<file path="src/core/usi_pkg.sv">
// usi_pkg: register map, field positions and carrier structs for the serial shift core
// assumes a 32-bit AXI4-Lite master and one clk_sys domain on the register side
package usi_pkg;
    localparam int ADDR_W = 8;
    localparam logic [7:0] ADDR_DATA = 8'h00;
    localparam logic [7:0] ADDR_BUFFER = 8'h04;
    localparam logic [7:0] ADDR_STATUS = 8'h08;
    localparam logic [7:0] ADDR_CONTROL = 8'h0C;
    localparam logic [1:0] RESP_OKAY = 2'h0;
    localparam logic [1:0] RESP_SLVERR = 2'h2;
    // status bits
    localparam int ST_START = 7;
    localparam int ST_OVF = 6;
    localparam int ST_STOP = 5;
    localparam int ST_COLL = 4;
    // control bits
    localparam int CT_SIE = 7;
    localparam int CT_OIE = 6;
    localparam int CT_WM_HI = 5;
    localparam int CT_WM_LO = 4;
    localparam int CT_CS_HI = 3;
    localparam int CT_CS_LO = 2;
    localparam int CT_CLK = 1;
    localparam int CT_TC = 0;
    localparam logic [3:0] CNT_MAX = 4'hF;
    localparam logic [3:0] CNT_ONE = 4'h1;
    localparam logic [7:0] BYTE_ZERO = 8'h00;
    localparam logic [1:0] WM_OFF = 2'h0;
    localparam logic [1:0] WM_THREE = 2'h1;
    localparam logic [1:0] WM_TWO_HOLD = 2'h3;
    localparam logic [1:0] CS_SOFT = 2'h0;
    localparam logic [1:0] CS_TIMER = 2'h1;

    typedef struct packed {
        logic awvalid;
        logic [ADDR_W-1:0] awaddr;
        logic wvalid;
        logic [31:0] wdata;
        logic [3:0] wstrb;
        logic bready;
        logic arvalid;
        logic [ADDR_W-1:0] araddr;
        logic rready;
    } axi_in_t;

    typedef struct packed {
        logic awready;
        logic wready;
        logic bvalid;
        logic [1:0] bresp;
        logic arready;
        logic rvalid;
        logic [31:0] rdata;
        logic [1:0] rresp;
    } axi_out_t;

    typedef struct packed {
        logic serialClockPin;
        logic serialInPin;
        logic portData;
        logic portClock;
        logic dirData;
        logic dirClock;
    } pin_in_t;

    typedef struct packed {
        logic dataOut;
        logic dataOeN;
        logic clockOut;
        logic clockOeN;
    } pin_out_t;
endpackage

</file>
<file path="src/core/universal_serial_shift_core.sv">
// universal_serial_shift_core: shift register, clock counter, flags and AXI4-Lite registers
// assumes timer0Match and globalIntEnable come from clk_sys logic; pins are asynchronous
`timescale 1ns/1ns
module universal_serial_shift_core (
    input wire logic clk_sys,
    input wire logic reset,
    input wire usi_pkg::axi_in_t axiIn,
    output usi_pkg::axi_out_t axiOut,
    input wire logic timer0Match,
    input wire logic globalIntEnable,
    input wire usi_pkg::pin_in_t pinIn,
    output usi_pkg::pin_out_t pinOut,
    output logic startIrq,
    output logic overflowIrq,
    output logic wakeFromAnySleep,
    output logic wakeFromIdle
);
    typedef struct packed {
        logic [7:0] serialShiftData;
        logic [7:0] receiveBuffer;
        logic startCondFlag;
        logic overflowFlag;
        logic stopCondFlag;
        logic [3:0] clockCounterValue;
        logic startIrqEnable;
        logic overflowIrqEnable;
        logic [1:0] wireModeSelect;
        logic [1:0] clockSourceSelect;
        logic softwareClockStrobe;
        logic startHold;
        logic outLatch;
        logic [1:0] sclSync;
        logic [1:0] sdaSync;
        logic sclPrev;
        logic sdaPrev;
        logic awHeld;
        logic [usi_pkg::ADDR_W-1:0] awAddr;
        logic wHeld;
        logic [7:0] wData;
        logic wLane;
        logic bvalid;
        logic [1:0] bresp;
        logic rvalid;
        logic [7:0] rdata;
        logic [1:0] rresp;
    } core_state_t;

    core_state_t s;
    core_state_t next_s;
    logic sclRise;
    logic sclFall;
    logic sclEdge;
    logic startDet;
    logic stopDet;
    logic wrFire;
    logic wrData;
    logic wrStatus;
    logic wrControl;
    logic swStrobe;
    logic tcStrobe;
    logic [1:0] csNow;
    logic clkModeNow;
    logic dataTick;
    logic cntTick;
    logic ovfEvent;
    logic [7:0] shiftNext;
    logic latchOpen;
    logic collision;
    logic twoWire;
    logic sclHold;
    logic rdTake;
    logic [7:0] statusRead;
    logic [7:0] controlRead;
    logic mappedWr;

    ////////////////////////////////////////////////////////////////////////////////
    // next-state logic

    always_comb begin
        next_s = s;
        // pins pass two flops; only the second stage feeds edge and condition logic
        next_s.sclSync = {s.sclSync[0], pinIn.serialClockPin};
        next_s.sdaSync = {s.sdaSync[0], pinIn.serialInPin};
        next_s.sclPrev = s.sclSync[1];
        next_s.sdaPrev = s.sdaSync[1];
        sclRise = s.sclSync[1] & ~s.sclPrev;
        sclFall = ~s.sclSync[1] & s.sclPrev;
        sclEdge = sclRise | sclFall;
        // sampled detector: link clock is slow against clk_sys, so polling suffices
        startDet = s.sclSync[1] & s.sclPrev & s.sdaPrev & ~s.sdaSync[1];
        stopDet = s.sclSync[1] & s.sclPrev & ~s.sdaPrev & s.sdaSync[1];

        // write channels taken independently, response once both are held
        if (axiIn.awvalid && !s.awHeld) begin
            next_s.awHeld = 1'b1;
            next_s.awAddr = axiIn.awaddr;
        end
        if (axiIn.wvalid && !s.wHeld) begin
            next_s.wHeld = 1'b1;
            next_s.wData = axiIn.wdata[7:0];
            next_s.wLane = axiIn.wstrb[0];
        end
        mappedWr = (s.awAddr == usi_pkg::ADDR_DATA) || (s.awAddr == usi_pkg::ADDR_BUFFER)
            || (s.awAddr == usi_pkg::ADDR_STATUS) || (s.awAddr == usi_pkg::ADDR_CONTROL);
        wrFire = s.awHeld & s.wHeld & ~s.bvalid;
        if (wrFire) begin
            next_s.awHeld = 1'b0;
            next_s.wHeld = 1'b0;
            next_s.bvalid = 1'b1;
            next_s.bresp = mappedWr ? usi_pkg::RESP_OKAY : usi_pkg::RESP_SLVERR;
        end
        if (s.bvalid && axiIn.bready) begin
            next_s.bvalid = 1'b0;
        end
        // buffer writes are ignored but answered okay: it is read-only
        wrData = wrFire & s.wLane & (s.awAddr == usi_pkg::ADDR_DATA);
        wrStatus = wrFire & s.wLane & (s.awAddr == usi_pkg::ADDR_STATUS);
        wrControl = wrFire & s.wLane & (s.awAddr == usi_pkg::ADDR_CONTROL);
        swStrobe = wrControl & s.wData[usi_pkg::CT_CLK];
        tcStrobe = wrControl & s.wData[usi_pkg::CT_TC];
        // a strobe acts under the clock select written with it
        csNow = wrControl ? s.wData[usi_pkg::CT_CS_HI:usi_pkg::CT_CS_LO] : s.clockSourceSelect;
        clkModeNow = wrControl ? s.wData[usi_pkg::CT_CLK] : s.softwareClockStrobe;

        // clock source selection; pin inputs are used whatever the wire mode
        case (csNow)
            usi_pkg::CS_SOFT: begin
                dataTick = swStrobe;
                cntTick = swStrobe;
            end
            usi_pkg::CS_TIMER: begin
                dataTick = timer0Match;
                cntTick = timer0Match;
            end
            default: begin
                dataTick = csNow[0] ? sclFall : sclRise;
                cntTick = clkModeNow ? tcStrobe : sclEdge;
            end
        endcase

        // cpu write beats a same-cycle shift
        if (wrData) begin
            shiftNext = s.wData;
        end else if (dataTick) begin
            shiftNext = {s.serialShiftData[6:0], s.sdaSync[1]};
        end else begin
            shiftNext = s.serialShiftData;
        end
        next_s.serialShiftData = shiftNext;

        // counter write also beats a same-cycle count
        ovfEvent = cntTick & ~wrStatus & (s.clockCounterValue == usi_pkg::CNT_MAX);
        if (wrStatus) begin
            next_s.clockCounterValue = s.wData[3:0];
        end else if (cntTick) begin
            next_s.clockCounterValue = 4'(s.clockCounterValue + usi_pkg::CNT_ONE);
        end
        if (ovfEvent) begin
            next_s.receiveBuffer = shiftNext;
        end

        // flags: write one clears, a same-cycle event wins
        if (wrStatus && s.wData[usi_pkg::ST_START]) begin
            next_s.startCondFlag = 1'b0;
        end
        if (twoWire ? startDet : (s.clockSourceSelect[1] & ~s.softwareClockStrobe & sclEdge)) begin
            next_s.startCondFlag = 1'b1;
        end
        if (wrStatus && s.wData[usi_pkg::ST_OVF]) begin
            next_s.overflowFlag = 1'b0;
        end
        if (ovfEvent) begin
            next_s.overflowFlag = 1'b1;
        end
        if (wrStatus && s.wData[usi_pkg::ST_STOP]) begin
            next_s.stopCondFlag = 1'b0;
        end
        if (twoWire && stopDet) begin
            next_s.stopCondFlag = 1'b1;
        end

        // start hold grabs scl at the master's falling edge after a start
        if (!next_s.startCondFlag) begin
            next_s.startHold = 1'b0;
        end else if (twoWire && sclFall) begin
            next_s.startHold = 1'b1;
        end

        // output latch follows bit 7 only while open
        latchOpen = ~s.clockSourceSelect[1] | (s.sclSync[1] == s.clockSourceSelect[0]);
        if (latchOpen) begin
            next_s.outLatch = shiftNext[7];
        end

        if (wrControl) begin
            next_s.startIrqEnable = s.wData[usi_pkg::CT_SIE];
            next_s.overflowIrqEnable = s.wData[usi_pkg::CT_OIE];
            next_s.wireModeSelect = s.wData[usi_pkg::CT_WM_HI:usi_pkg::CT_WM_LO];
            next_s.clockSourceSelect = s.wData[usi_pkg::CT_CS_HI:usi_pkg::CT_CS_LO];
            next_s.softwareClockStrobe = s.wData[usi_pkg::CT_CLK];
        end

        // read channel: one read at a time, answered the cycle after it is taken
        rdTake = axiIn.arvalid & ~s.rvalid;
        if (rdTake) begin
            next_s.rvalid = 1'b1;
            next_s.rresp = usi_pkg::RESP_OKAY;
            case (axiIn.araddr)
                usi_pkg::ADDR_DATA: next_s.rdata = s.serialShiftData;
                usi_pkg::ADDR_BUFFER: next_s.rdata = s.receiveBuffer;
                usi_pkg::ADDR_STATUS: next_s.rdata = statusRead;
                usi_pkg::ADDR_CONTROL: next_s.rdata = controlRead;
                default: begin
                    next_s.rdata = usi_pkg::BYTE_ZERO;
                    next_s.rresp = usi_pkg::RESP_SLVERR;
                end
            endcase
        end else if (s.rvalid && axiIn.rready) begin
            next_s.rvalid = 1'b0;
        end
    end

    always_ff @(posedge clk_sys or posedge reset) begin
        if (reset) begin
            s <= '0;
        end else begin
            s <= next_s;
        end
    end

    ////////////////////////////////////////////////////////////////////////////////
    // register views and outputs

    assign twoWire = s.wireModeSelect[1];
    // only meaningful in two-wire mode, where the data pin is shared
    assign collision = s.serialShiftData[7] ^ s.sdaSync[1];
    assign statusRead = {s.startCondFlag, s.overflowFlag, s.stopCondFlag, collision,
        s.clockCounterValue};
    // strobe bits are write-only and read as zero
    assign controlRead = {s.startIrqEnable, s.overflowIrqEnable, s.wireModeSelect,
        s.clockSourceSelect, 2'h0};

    assign axiOut.awready = ~s.awHeld;
    assign axiOut.wready = ~s.wHeld;
    assign axiOut.bvalid = s.bvalid;
    assign axiOut.bresp = s.bresp;
    assign axiOut.arready = ~s.rvalid;
    assign axiOut.rvalid = s.rvalid;
    assign axiOut.rdata = {24'h000000, s.rdata};
    assign axiOut.rresp = s.rresp;

    // either hold keeps scl low so a slow cpu can stall the master
    assign sclHold = s.startHold
        | ((s.wireModeSelect == usi_pkg::WM_TWO_HOLD) & s.overflowFlag);
    // three-wire drives the latch; two-wire only ever pulls low
    assign pinOut.dataOut = (s.wireModeSelect == usi_pkg::WM_THREE) & s.outLatch;
    assign pinOut.dataOeN = ~(pinIn.dirData & (((s.wireModeSelect == usi_pkg::WM_THREE))
        | (twoWire & (~s.outLatch | ~pinIn.portData))));
    assign pinOut.clockOut = 1'b0;
    assign pinOut.clockOeN = ~(twoWire & pinIn.dirClock
        & (~pinIn.portClock | sclHold));

    // stop flag has no interrupt path
    assign startIrq = s.startCondFlag & s.startIrqEnable & globalIntEnable;
    assign overflowIrq = s.overflowFlag & s.overflowIrqEnable & globalIntEnable;
    assign wakeFromAnySleep = s.startCondFlag & s.startIrqEnable;
    assign wakeFromIdle = s.overflowFlag & s.overflowIrqEnable;
endmodule

</file>
<file path="config.mk">
export PLATFORM = sky130hd
export DESIGN_NAME = universal_serial_shift_core
export DESIGN_NICKNAME = d
export VERILOG_FILES = /design/src/core/usi_pkg.sv /design/src/core/universal_serial_shift_core.sv
export SDC_FILE = /design/constraint.sdc
export NUM_CORES = 1
export LEC_CHECK = 0
export BUFFER_PORTS_ARGS = -buffer_cell sky130_fd_sc_hd__buf_2
export CAP_MARGIN = 10
export CORE_ASPECT_RATIO = 1.1
export CORE_MARGIN = 2
export CORE_UTILIZATION = 50
export DETAILED_ROUTE_END_ITERATION = 8
export GPL_ROUTABILITY_DRIVEN = 0
export PLACE_DENSITY = 0.81
export SLEW_MARGIN = 20
export SYNTH_ARGS = -nofsm -noshare
export SYNTH_HDL_FRONTEND = slang
export SYNTH_SLANG_ARGS = --single-unit
</file>
<file path="constraint.sdc">
create_clock -name clk_sys -period 3.9 [get_ports clk_sys]
set_clock_uncertainty 0.1 [all_clocks]
set_input_delay 0.78 -clock clk_sys [delete_from_list [all_inputs] [get_ports clk_sys]]
set_output_delay 0.78 -clock clk_sys [all_outputs]
set_load 0.01 [all_outputs]
</file>
==> results.yml <==
timing:
  finalCriticalPeriod_ns: 2.92
  slew_headroom_pct: 36.3
  rsz0062_at_grt: "false"
  maxSlewViolCount: 0
  fin_crit_sh_pct: 74.9
  finalSetupViolations: 0
  worstMarginPinSlew_ns: 0.954
  fin_tns_setup_ns: 0
  final_hold_viol_count: 0
  timing.fmax_mhz: 343
  whs_ns: 0.256
critical_path:
  cp-end-kind: "flop"
  critPathBufInv: 0
  crit_slowest_cell: "or3_1"
  critPathMaxStageDelay_ns: 0.62
  arrival_ns: 3.05
  worst-setup-path-type: "flop to flop"
  crit_required_ns: 4.03
  critical-path-top-delay-family: "simple AND/OR/NAND/NOR gates"
  worstPathMaxFanout: 9
  cp_cell_sequence: "or4_4 > nor4_4 > or3_2 > o21ai_2 > or3_1 > mux2_4"
  worstSetupStartpointType: "flop"
  rrSetupSlack_ns: 0.98
run_status:
  status: "complete, no violations"
floorplanning:
  die_h_um: 92.6
  die_w_um: 84.5
  coreArea_um2: 6970
  die_area_um2: 7820
  rows: 32
  initial_utilization_pct: 51.2
  io_pins: 116
pwr:
  power_density_nw_per_um2: 592
  switching_power_uw: 702
  p_clk_share_pct: 30.2
  leakage_uw: 0.00193
  ir_drop_mv: 0.397
  netSwitchingFraction_pct: 29.8
  p_int_uw: 1650
  p_comb_share_pct: 23.3
  pwr-share-seq_pct: 46.5
synthesis:
  synth_area_um2: 3570
  yosys.area_share.simple_pct: 10.9
  synth-edff-count: 0
  synth_ff_type: "dfrtp_1"
  synth_seq_cells: 69
  yosys_warnings: 0
  synth.area.mux_share_pct: 18.8
  synth_seq_area_share_pct: 48.4
  yosysTopAreaCell: "dfrtp_1"
  syn-instance-count: 312
  synth_area_leaders: "dfrtp_1, buf_4, mux2_2"
  postSynthAreaPerCell_um2: 11.4
  synth_top_family_by_area: "multiplexers"
  synth_top_area_share_pct: 48.4
  synth_fa_ha_area_share_pct: 1.40
  synth_compound_area_share_pct: 7.23
  synth_xor_area_share_pct: 0.982
  async_flop_share_pct: 100
  synth_cell_type_count: 47
final_layout:
  antenna_cells: 0
  seqCellArea_um2: 1730
  final_common_cell: "dfrtp_1"
  mostFrequentLayoutCells: "dfrtp_1, buf_2, nand2_1"
  areaGrowthSynthToFinish_pct: 11.6
  final_util_pct: 57.1
  drive_gt1_share_pct: 36.6
  fill_cells: 595
  fin_nets: 432
  multi_input_area_um2: 1500
clock_tree:
  cts_tree: "built"
  clk_latency_ns: 0.35
  numCtsBuffers: 9
  ctsHtreeMaxLevel: 3
  cts_resized: 0
  post-cts-setup-buffers: 0
  holdBufCountCts: 0
  clock_path_buffers: 2
  clock-sinks: 69
  cts.clk_slew.worst_paths_ns: 0.07
  cts-root-buf: "clkbuf_8"
route:
  firstDrtPassIters: 4
  finalWirelength_um: 6520
  vias_per_cell: 5.10
  drt-wirelength-per-cell_um: 14.5
  vias: 2299
  drc_errors: 0
  antenna_left: 0
  drt_iter0_markers: 100
global_routing:
  antenna_found_initial: 0
  grt_pass1_wl_um: 10800
  grt_remaining_overflow: 0
  grt_max_degree: 47
  grt_pass1_vias: 2317
  grtUsageTotal_pct: 17.7
worst_hold_path:
  hp-class: "flop to flop"
flow_run:
  maxCapViolations: 0
place:
  io_buffers: 61
  hpwl_um: 4790
## metrics by stage
| step | std cells | instance area [um2] | setup slack (ns) | power, uW |
|---|---|---|---|---|
| after floorplan | 338 | 3660 | 1.28 | 1530 |
| final | 451 | 3980 | 0.981 | 2360 |
| after global routing | 451 | 3980 | 0.876 | 2500 |
| after CTS | 451 | 3980 | 0.950 | 2380 |
| after global placement | 435 | 3730 | 0.993 | 1620 |
| after detailed placement | 435 | 3730 | 0.972 | 1660 |
## per-layer routing
metal / track usage (%) / vias up / share of wire [%]
li1: - / 1098 / -
met1: 21.9 / 1121 / 43
met2: 29.2 / 68 / 50
met3: 5.79 / 12 / 5.7
met4: 6.08 / 0 / 1.5
met5: 0 / - / 0
## registers in the layout (all words and copies together) (netlist names)
register and flops:
controlRead 6, s 47, axiOut 12, next_s 4
## layout make-up
type | instances | share of cell area (%)
sequential | 69 | 43.4
timing repair buffer | 64 | 8.24
inverter | 18 | 1.70
tap | 85 | 2.67
clock buffer | 10 | 3.46
multi-input combinational | 199 | 37.8
clock inverter | 6 | 2.77
## worst paths after layout
check                      cells past startpoint          to  startpoint
min in group asynchronous                      2       s[69]       reset
min reg2reg                                    0  next_s[34]  next_s[38]
min                                            0  next_s[34]  next_s[38]
max                                            6       s[59]       s[24]
max in group asynchronous                      3       s[51]       reset
max reg2reg                                    6       s[59]       s[24]
## power by group through the flow
stage | sequential [uW] | clock [uW] | combinational (uW)
global route | 1130 | 761 | 613
finish | 1100 | 711 | 548
floorplan | 1030 | 0 | 497
global placement | 1100 | 0 | 528
CTS | 1090 | 724 | 558
detailed placement | 1110 | 0 | 552
## logic make-up after synthesis
| family | after synthesis |
|---|---|
| AOI/OAI and AO/OA | 39 |
| xor gates and xnor gates | 4 |
| adders and majority gates | 4 |
| buffers and inverters | 70 |
| DFF | 69 |
| muxes | 51 |
| other | 1 |
| and+or+nand+nor | 74 |
## synthesized netlist by cell type, types with 3 or more instances
cell type and n:
clkbuf_1 7, mux2i_1 11, nand3_1 5, nor2b_1 3, mux4_2 7, a21oi_2 8
ha_1 4, buf_4 39, o21ai_0 15, mux2_4 8, xor2_1 3, o211ai_1 3
and2_1 4, or4_1 3, nor2_1 11, mux2_2 24, inv_1 17, a21oi_1 3
buf_6 3, and3_1 3, dfrtp_1 69, nand2_1 30
Power figures use the tool's default switching activity.
